**src/logic/sie_pkg.sv**
```systemverilog
/*
 Package for the serial interrupt, error and autobaud block.
 Holds register offsets, field layouts, mode codes and reload values.
 Assumes a single 20 MHz module clock and one Avalon-MM slave port.
*/
`default_nettype none
package sie_pkg;
    // ------------------------------------------------------------
    // Register byte offsets
    // ------------------------------------------------------------
    localparam logic [3:0] SIE_OFF_CTRL = 4'h0;
    localparam logic [3:0] SIE_OFF_BAUD = 4'h4;
    localparam logic [3:0] SIE_OFF_STAT = 4'h8;
    localparam logic [3:0] SIE_OFF_MASK = 4'hC;
    // ------------------------------------------------------------
    // Control word field positions
    // ------------------------------------------------------------
    localparam int SIE_CTL_MODE_LO = 0;
    localparam int SIE_CTL_ODD = 3;
    localparam int SIE_CTL_FEN = 4;
    localparam int SIE_CTL_PEN = 5;
    localparam int SIE_CTL_OEN = 6;
    localparam int SIE_CTL_AUTOBAUD_UNIT_ENABLE = 7;
    localparam int SIE_CTL_AUTOBAUD_FOUND_IRQ_ENABLE = 8;
    localparam int SIE_CTL_AUTOBAUD_START_IRQ_ENABLE = 9;
    localparam int SIE_CTL_FIRST_CHAR_IRQ_ENABLE = 10;
    localparam int SIE_CTL_TXTM = 11;
    localparam int SIE_CTL_FIFO = 12;
    localparam int SIE_CTL_LVL_LO = 16;
    localparam int SIE_CTL_LVL_W = 4;
    localparam int SIE_CTL_W = 20;
    localparam logic [SIE_CTL_W-1:0] SIE_CTL_RESET = 20'h00000;
    // Status bits: 0 frame, 1 parity, 2 overrun
    localparam int SIE_ST_FE = 0;
    localparam int SIE_ST_PE = 1;
    localparam int SIE_ST_OE = 2;
    localparam int SIE_ST_W = 3;
    // ------------------------------------------------------------
    // Frame modes
    // ------------------------------------------------------------
    localparam logic [2:0] SIE_MODE_SYNC = 3'h0;
    localparam logic [2:0] SIE_MODE_8N = 3'h1;
    localparam logic [2:0] SIE_MODE_7P = 3'h3;
    localparam logic [2:0] SIE_MODE_8P = 3'h7;
    // Pulse length of every request line, in module clocks
    localparam int SIE_PULSE_CYC = 2;
    localparam int SIE_BAUD_W = 13;
    localparam int SIE_NCLASS = 9;
    localparam logic [SIE_BAUD_W-1:0] SIE_BAUD_RESET = 13'h0000;

    // Detected format delivered by the autobaud unit
    typedef enum logic [1:0] {
        SIE_FMT_7P = 2'h0,
        SIE_FMT_8P = 2'h1,
        SIE_FMT_8N = 2'h2
    } sie_fmt_t;

    // Autobaud result carrier
    typedef struct packed {
        logic found;
        logic first_char;
        logic start_bit;
        sie_fmt_t fmt;
        logic odd;
        logic [3:0] rate_class;
    } sie_ab_t;

    // Receive completion carrier
    typedef struct packed {
        logic done;
        logic stop_low;
        logic parity_bad;
    } sie_rx_t;

    // Reload value for each rate class
    function automatic logic [SIE_BAUD_W-1:0] sie_reload(input logic [3:0] cls);
        case (cls)
            4'h0: sie_reload = 13'h0002;
            4'h1: sie_reload = 13'h0005;
            4'h2: sie_reload = 13'h000B;
            4'h3: sie_reload = 13'h0011;
            4'h4: sie_reload = 13'h0023;
            4'h5: sie_reload = 13'h0047;
            4'h6: sie_reload = 13'h008F;
            4'h7: sie_reload = 13'h011F;
            default: sie_reload = 13'h023F;
        endcase
    endfunction

    // Mode field for a detected format
    function automatic logic [2:0] sie_mode_of(input sie_fmt_t f);
        case (f)
            SIE_FMT_7P: sie_mode_of = SIE_MODE_7P;
            SIE_FMT_8P: sie_mode_of = SIE_MODE_8P;
            default: sie_mode_of = SIE_MODE_8N;
        endcase
    endfunction
endpackage
`default_nettype wire

```
**src/logic/sie_core.sv**
```systemverilog
/*
 Interrupt request, receive error and autobaud overwrite logic of a serial
 channel. Assumes the shifters, FIFO and autobaud detector sit outside and
 report events as one-cycle pulses synchronous to clock; software reaches
 the registers over Avalon-MM with waitrequest.
*/
`default_nettype none
`timescale 1ns/100ps

module sie_core
    import sie_pkg::*;
#(
    parameter int FIFO_LVL_W = SIE_CTL_LVL_W
) (
    // Clock and reset
    input wire logic clock,
    input wire logic rstn,
    // Avalon-MM slave
    input wire logic [3:0] avs_address,
    input wire logic avs_read,
    input wire logic avs_write,
    input wire logic [31:0] avs_writedata,
    input wire logic [3:0] avs_byteenable,
    output logic [31:0] avs_readdata,
    output logic avs_waitrequest,
    // Transmit path events
    input wire logic tx_load,
    input wire logic tx_last_async,
    input wire logic tx_eighth_sync,
    input wire logic [FIFO_LVL_W-1:0] tx_fifo_fill,
    // Receive path events
    input wire sie_rx_t rx_evt,
    input wire logic rx_read,
    // Autobaud detector events
    input wire sie_ab_t ab_evt,
    // Request lines
    output logic transmit_irq_line,
    output logic tx_buffer_irq_line,
    output logic receive_irq_line,
    output logic error_irq_line,
    output logic autobaud_irq,
    // Configuration seen by shifters and baud timer, and the level interrupt
    output logic [SIE_CTL_W-1:0] serial_control_word,
    output logic [SIE_BAUD_W-1:0] baud_timer_reload,
    output logic irq
);
    // ------------------------------------------------------------
    // Elaboration check
    // ------------------------------------------------------------
    if (FIFO_LVL_W < 1 || FIFO_LVL_W > SIE_CTL_LVL_W) begin : g_chk
        $error("FIFO_LVL_W out of range");
    end

    // ------------------------------------------------------------
    // Control fields
    // ------------------------------------------------------------
    logic [SIE_CTL_W-1:0] ctl_r;
    logic [SIE_BAUD_W-1:0] baud_r;
    logic [SIE_ST_W-1:0] stat_r;
    logic [SIE_ST_W-1:0] mask_r;
    logic [2:0] mode;
    logic is_async;
    logic has_parity;
    logic fifo_timed;
    logic [FIFO_LVL_W-1:0] tx_fifo_irq_level;
    assign mode = ctl_r[SIE_CTL_MODE_LO +: 3];
    assign is_async = (mode != SIE_MODE_SYNC);
    assign has_parity = (mode == SIE_MODE_7P) || (mode == SIE_MODE_8P);
    assign fifo_timed = ctl_r[SIE_CTL_FIFO] && !ctl_r[SIE_CTL_TXTM];
    assign tx_fifo_irq_level = ctl_r[SIE_CTL_LVL_LO +: FIFO_LVL_W];

    // ------------------------------------------------------------
    // Bus decode
    // ------------------------------------------------------------
    logic wr_ctl, wr_baud, wr_stat, wr_mask;
    logic [SIE_ST_W-1:0] stat_clr;
    assign wr_ctl = avs_write && !avs_waitrequest && (avs_address == SIE_OFF_CTRL);
    assign wr_baud = avs_write && !avs_waitrequest && (avs_address == SIE_OFF_BAUD);
    assign wr_stat = avs_write && !avs_waitrequest && (avs_address == SIE_OFF_STAT);
    assign wr_mask = avs_write && !avs_waitrequest && (avs_address == SIE_OFF_MASK);
    assign stat_clr = (wr_stat && avs_byteenable[0]) ? avs_writedata[SIE_ST_W-1:0] : '0;

    // ------------------------------------------------------------
    // Error detection
    // ------------------------------------------------------------
    logic unread_r;
    logic fe_hit, pe_hit, oe_hit, err_any;
    assign fe_hit = rx_evt.done && is_async && ctl_r[SIE_CTL_FEN] && rx_evt.stop_low;
    assign pe_hit = rx_evt.done && is_async && has_parity && ctl_r[SIE_CTL_PEN]
                    && rx_evt.parity_bad;
    assign oe_hit = rx_evt.done && ctl_r[SIE_CTL_OEN] && unread_r && !rx_read;
    assign err_any = fe_hit || pe_hit || oe_hit;

    // Tracks a character sitting unread in the holding buffer
    always_ff @(posedge clock or negedge rstn) begin
        if (!rstn) begin
            unread_r <= 1'b0;
        end else if (rx_evt.done) begin
            unread_r <= 1'b1;
        end else if (rx_read) begin
            unread_r <= 1'b0;
        end
    end

    // ------------------------------------------------------------
    // Event sources
    // ------------------------------------------------------------
    logic tb_evt, t_evt, ab_start, ab_found, lvl_hit;
    assign lvl_hit = (tx_fifo_fill == tx_fifo_irq_level);
    assign tb_evt = tx_load && (!fifo_timed || lvl_hit);
    assign t_evt = is_async ? (tx_last_async && (!fifo_timed || lvl_hit))
                            : tx_eighth_sync;
    assign ab_start = ab_evt.start_bit && ctl_r[SIE_CTL_AUTOBAUD_UNIT_ENABLE] && ctl_r[SIE_CTL_AUTOBAUD_FOUND_IRQ_ENABLE]
                      && ctl_r[SIE_CTL_AUTOBAUD_START_IRQ_ENABLE];
    assign ab_found = ab_evt.found
                      || (ab_evt.first_char && ctl_r[SIE_CTL_FIRST_CHAR_IRQ_ENABLE]);

    // ------------------------------------------------------------
    // Two-cycle pulse stretchers, one per request line
    // ------------------------------------------------------------
    localparam int NREQ = 5;
    logic [NREQ-1:0] req_evt;
    logic [NREQ-1:0] req_r;
    logic [NREQ-1:0] req_hold_r;
    assign req_evt = {ab_start || ab_found,
                      rx_evt.done && err_any,
                      rx_evt.done,
                      tb_evt, t_evt};
    for (genvar i = 0; i < NREQ; i++) begin : g_pulse
        // Line high in the two cycles following the event
        always_ff @(posedge clock or negedge rstn) begin
            if (!rstn) begin
                req_r[i] <= 1'b0;
                req_hold_r[i] <= 1'b0;
            end else begin
                req_r[i] <= req_evt[i] || (req_r[i] && !req_hold_r[i]);
                req_hold_r[i] <= req_r[i] && !req_hold_r[i] && !req_evt[i];
            end
        end
    end
    assign transmit_irq_line = req_r[0];
    assign tx_buffer_irq_line = req_r[1];
    assign receive_irq_line = req_r[2];
    assign error_irq_line = req_r[3];
    assign autobaud_irq = req_r[4];

    // ------------------------------------------------------------
    // Control word: software writes, autobaud overwrites
    // ------------------------------------------------------------
    always_ff @(posedge clock or negedge rstn) begin
        if (!rstn) begin
            ctl_r <= SIE_CTL_RESET;
        end else if (ab_evt.found) begin
            ctl_r[SIE_CTL_MODE_LO +: 3] <= sie_mode_of(ab_evt.fmt);
            ctl_r[SIE_CTL_ODD] <= ab_evt.odd && (ab_evt.fmt != SIE_FMT_8N);
        end else if (wr_ctl) begin
            ctl_r <= avs_writedata[SIE_CTL_W-1:0];
        end
    end

    // Baud reload: software writes, autobaud overwrites
    always_ff @(posedge clock or negedge rstn) begin
        if (!rstn) begin
            baud_r <= SIE_BAUD_RESET;
        end else if (ab_evt.found) begin
            baud_r <= sie_reload(ab_evt.rate_class);
        end else if (wr_baud) begin
            baud_r <= avs_writedata[SIE_BAUD_W-1:0];
        end
    end
    assign serial_control_word = ctl_r;
    assign baud_timer_reload = baud_r;

    // ------------------------------------------------------------
    // Sticky error flags, write one to clear, set wins
    // ------------------------------------------------------------
    always_ff @(posedge clock or negedge rstn) begin
        if (!rstn) begin
            stat_r <= '0;
        end else begin
            stat_r <= (stat_r & ~stat_clr) | {oe_hit, pe_hit, fe_hit};
        end
    end

    // Mask register
    always_ff @(posedge clock or negedge rstn) begin
        if (!rstn) begin
            mask_r <= '0;
        end else if (wr_mask) begin
            mask_r <= avs_writedata[SIE_ST_W-1:0];
        end
    end

    // Level interrupt from unmasked sticky flags
    logic irq_r;
    always_ff @(posedge clock or negedge rstn) begin
        if (!rstn) begin
            irq_r <= 1'b0;
        end else begin
            irq_r <= |(((stat_r & ~stat_clr) | {oe_hit, pe_hit, fe_hit}) & mask_r);
        end
    end
    assign irq = irq_r;

    // ------------------------------------------------------------
    // Bus answer: one wait cycle, then data
    // ------------------------------------------------------------
    logic wait_r;
    logic [31:0] rdata_r;
    always_ff @(posedge clock or negedge rstn) begin
        if (!rstn) begin
            wait_r <= 1'b1;
        end else begin
            wait_r <= !((avs_read || avs_write) && wait_r);
        end
    end
    assign avs_waitrequest = wait_r;

    // Read mux, unmapped reads zero
    always_ff @(posedge clock or negedge rstn) begin
        if (!rstn) begin
            rdata_r <= '0;
        end else begin
            case (avs_address)
                SIE_OFF_CTRL: rdata_r <= {{(32-SIE_CTL_W){1'b0}}, ctl_r};
                SIE_OFF_BAUD: rdata_r <= {{(32-SIE_BAUD_W){1'b0}}, baud_r};
                SIE_OFF_STAT: rdata_r <= {{(32-SIE_ST_W){1'b0}}, stat_r};
                SIE_OFF_MASK: rdata_r <= {{(32-SIE_ST_W){1'b0}}, mask_r};
                default: rdata_r <= '0;
            endcase
        end
    end
    assign avs_readdata = rdata_r;
endmodule // sie_core
`default_nettype wire

```
**config.mk**
```make
export PLATFORM = sky130hd
export DESIGN_NAME = sie_core
export DESIGN_NICKNAME = d
export VERILOG_FILES = /design/src/logic/sie_pkg.sv /design/src/logic/sie_core.sv
export SDC_FILE = /design/constraint.sdc
export NUM_CORES = 1
export LEC_CHECK = 0
export ABC_AREA = 1
export BUFFER_PORTS_ARGS = -buffer_cell sky130_fd_sc_hd__buf_4
export CORE_UTILIZATION = 30
export DETAILED_ROUTE_END_ITERATION = 16
export RECOVER_POWER = 25
export REMOVE_ABC_BUFFERS = 1
export SLEW_MARGIN = 10
export SYNTH_ARGS = -nofsm -noshare
export SYNTH_HDL_FRONTEND = slang
export SYNTH_SLANG_ARGS = --single-unit
```
**constraint.sdc**
```tcl
create_clock -name clock -period 1.8 [get_ports clock]
set_input_delay 0.36 -clock clock [delete_from_list [all_inputs] [get_ports clock]]
set_output_delay 0.36 -clock clock [all_outputs]
set_load 0.02 [all_outputs]
```
==> flow_metrics.tcl <==
set metrics [dict create \
    synth.distinct_cells 33 \
    drive_gt1_share_pct 33.7 \
    rsz0062_at_grt "false" \
    r2r-end "baud_timer_reload[9]" \
    area_delta_synth_final_pct 34.4 \
    ys_seq_elements 72 \
    synthCells 368 \
    vias_per_cell 4.47 \
    diodes 0 \
    die_w_um 106 \
    antenna_found_initial 0 \
    path_class "flop to flop" \
    finalSetupViolations 0 \
    hold_path_depth 2 \
    end_kind "flop" \
    status "complete, no violations" \
    instances_no_fill 626 \
    cts_buffers 9 \
    routedWlPerCell_um 13.7 \
    ys_warn_count 0 \
    place.detailed.hpwl_um 6500 \
    yosysSeqAreaShare_pct 55.2 \
    rows 37 \
    syn-cell-area_mm2 0.00327 \
    pin_count 137 \
    root_buffer "clkbuf_8" \
    drt_wl_total_um 8590 \
    grt_pass1_wl_um 13300 \
    r2r_cells 6 \
    gp_congestion 0.813 \
    final_nets 551 \
    path_max_fanout 4 \
    timing.final.crit_share_pct 82.7 \
    tritoncts "yes" \
    hold_class "input port to flop" \
    drt_pass1_iterations 4 \
    postCtsSetupBuffers 0 \
    relSlewSlack_pct 31.5 \
    clk_pin_slew_ps 80 \
    cp.arrival_ps 1750 \
    r2r_setup_slack_ps 310 \
    hp-start "avs_read" \
    synth_top_family_by_area "simple AND/OR/NAND/NOR gates" \
    cts_buffer_depth 2 \
    pwr_density_cell_mw_per_mm2 938 \
    coreArea_mm2 0.0104 \
    num_vias 2798 \
    drtAntennaViolNets 0 \
    layout_min_cycle_time_ps 1490 \
    port_buffers 109 \
    cp.required_ps 2060 \
    cts_hold_buf 0 \
    grt_pass1_vias 2614 \
    cap_viol_max_count 0 \
    cts_resized 0 \
    synth_compound_area_share_pct 13.5 \
    totalNegativeSetupSlack_ps 0 \
    synthSimpleGateAreaFrac_pct 19.4 \
    hold_end "avs_waitrequest" \
    critPathLaunchType "flop" \
    timing.rr.start "avs_waitrequest" \
    grt_max_degree 41 \
    p_leak_nw 2.36 \
    clock.fmax_mhz 672 \
    mostFrequentLayoutCells "114 x buf_4, 86 x nand2_1, 71 x dfrtp_1" \
    first_iter_violations 137 \
    hold_viol 0 \
    worst_pin_slew_ps 1030 \
    synth_fa_ha_area_share_pct 0 \
    htreeDepth 3 \
    cts_sinks 72 \
    placed_cells 611 \
    dieArea_mm2 0.0113 \
    skew_ps 10.2 \
    synthXorXnorAreaFrac_pct 0 \
    ir_drop_mv 0.340 \
    die_y_um 106 \
    initial_core_util_pct 31.4 \
    remaining_drc_errors 0 \
    worstSkewPairLatency_ps 340 \
    slew_violations 0 \
    muxShareOfSynthArea_pct 0 \
    syn_area_per_cell_um2 8.87 \
    grt_use_total_pct 15.4 \
    final_common_cell "buf_4" \
    grt-ovfl-total 0 \
]
-- sequential cells by signal (all words and copies together) (netlist names), 3 cells and up --
register	flops
avs_readdata	20
serial_control_word	20
baud_timer_reload	13
req_hold_r	5
mask_r	3
stat_r	3
-- worst max-delay path by stage --
stage	start	endpoint	depth (start not counted)
floorplan	avs_address[1]	baud_timer_reload[2]	5
global placement	ab_evt[9]	baud_timer_reload[2]	6
detailed placement	ab_evt[9]	baud_timer_reload[2]	6
CTS	avs_waitrequest	baud_timer_reload[9]	6
global route	avs_waitrequest	baud_timer_reload[9]	6
finish	avs_waitrequest	baud_timer_reload[9]	6
-- cells in the mapped netlist --
| master | instances | area [um2] |
|---|---|---|
| nand2_1 | 86 | 323 |
| dfrtp_1 | 71 | 1780 |
| inv_1 | 59 | 221 |
| nor2_1 | 28 | 105 |
| o21ai_0 | 28 | 140 |
| buf_4 | 12 | 90.1 |
| nand3_1 | 11 | 55.1 |
| o21ai_2 | 9 | 78.8 |
| o22ai_1 | 9 | 56.3 |
| a21oi_2 | 8 | 70.1 |
| nor2_2 | 8 | 50.1 |
| buf_2 | 4 | 20.0 |
| buf_6 | 4 | 45.0 |
| nand4_1 | 4 | 25.0 |
| nor3_1 | 3 | 15.0 |
| o2111ai_1 | 3 | 26.3 |
| a21oi_1 | 2 | 10.0 |
| a31oi_1 | 2 | 12.5 |
| nand2_2 | 2 | 12.5 |
| nor2_4 | 2 | 22.5 |
| a21boi_0 | 1 | 7.51 |
| a22oi_1 | 1 | 7.51 |
| a31oi_2 | 1 | 12.5 |
| clkbuf_1 | 1 | 3.75 |
| conb_1 | 1 | 3.75 |
| dfstp_2 | 1 | 26.3 |
| inv_2 | 1 | 3.75 |
| nand2_4 | 1 | 11.3 |
| nand3b_1 | 1 | 7.51 |
| o211ai_1 | 1 | 7.51 |
| o21ai_1 | 1 | 5.00 |
| o21bai_1 | 1 | 7.51 |
| or2_2 | 1 | 6.26 |
-- layer usage --
metal  GRT usage, %  vias to the layer above  share of wire [%]
li1               -                     1368                  -
met1           20.1                     1313                 46
met2           25.2                      105                 46
met3           3.74                       12                6.2
met4           4.56                        0                1.4
met5              0                        -                  0
-- cell type report --
cell class	instances	area (um2)
fill	1058	6030
multi-input combinational	226	1120
clock buffer	10	128
timing repair buffer	117	886
inverter	60	225
clock inverter	5	58.8
tap	136	170
sequential	72	1800
-- through the flow --
step	setup slack (ps)	power, mW	utilization, %	hold slack, ps	instance area [um2]
6_report	311	4.12	42.2	155	4390
3_5_place_dp	235	2.91	40.5	387	4220
4_1_cts	307	4.17	42.3	8.31	4410
2_1_floorplan	378	2.44	-	64.4	3150
5_1_grt	228	4.33	42.2	164	4390
3_3_place_gp	261	2.89	40.5	378	4220
-- kinds of logic after synthesis --
logic type / after synthesis
other: 1
DFF: 72
AOI/OAI and AO/OA: 67
and+or+nand+nor: 147
buffers and inverters: 81
-- worst max-delay path, stage by stage (launching register included) --
cell and delay (ps):
dfstp_2 550, inv_1 40, nand2_1 190, inv_1 120, nand3_1 260, nor2_1 70, nor3_1 180
-- power by group --
part / leakage, nW / switching, mW / internal [mW]
registers: 0.894 / 0.139 / 1.82
logic: 1.38 / 0.531 / 0.375
clock network: 0.0883 / 0.621 / 0.633
(Power assumes the default switching activity.)
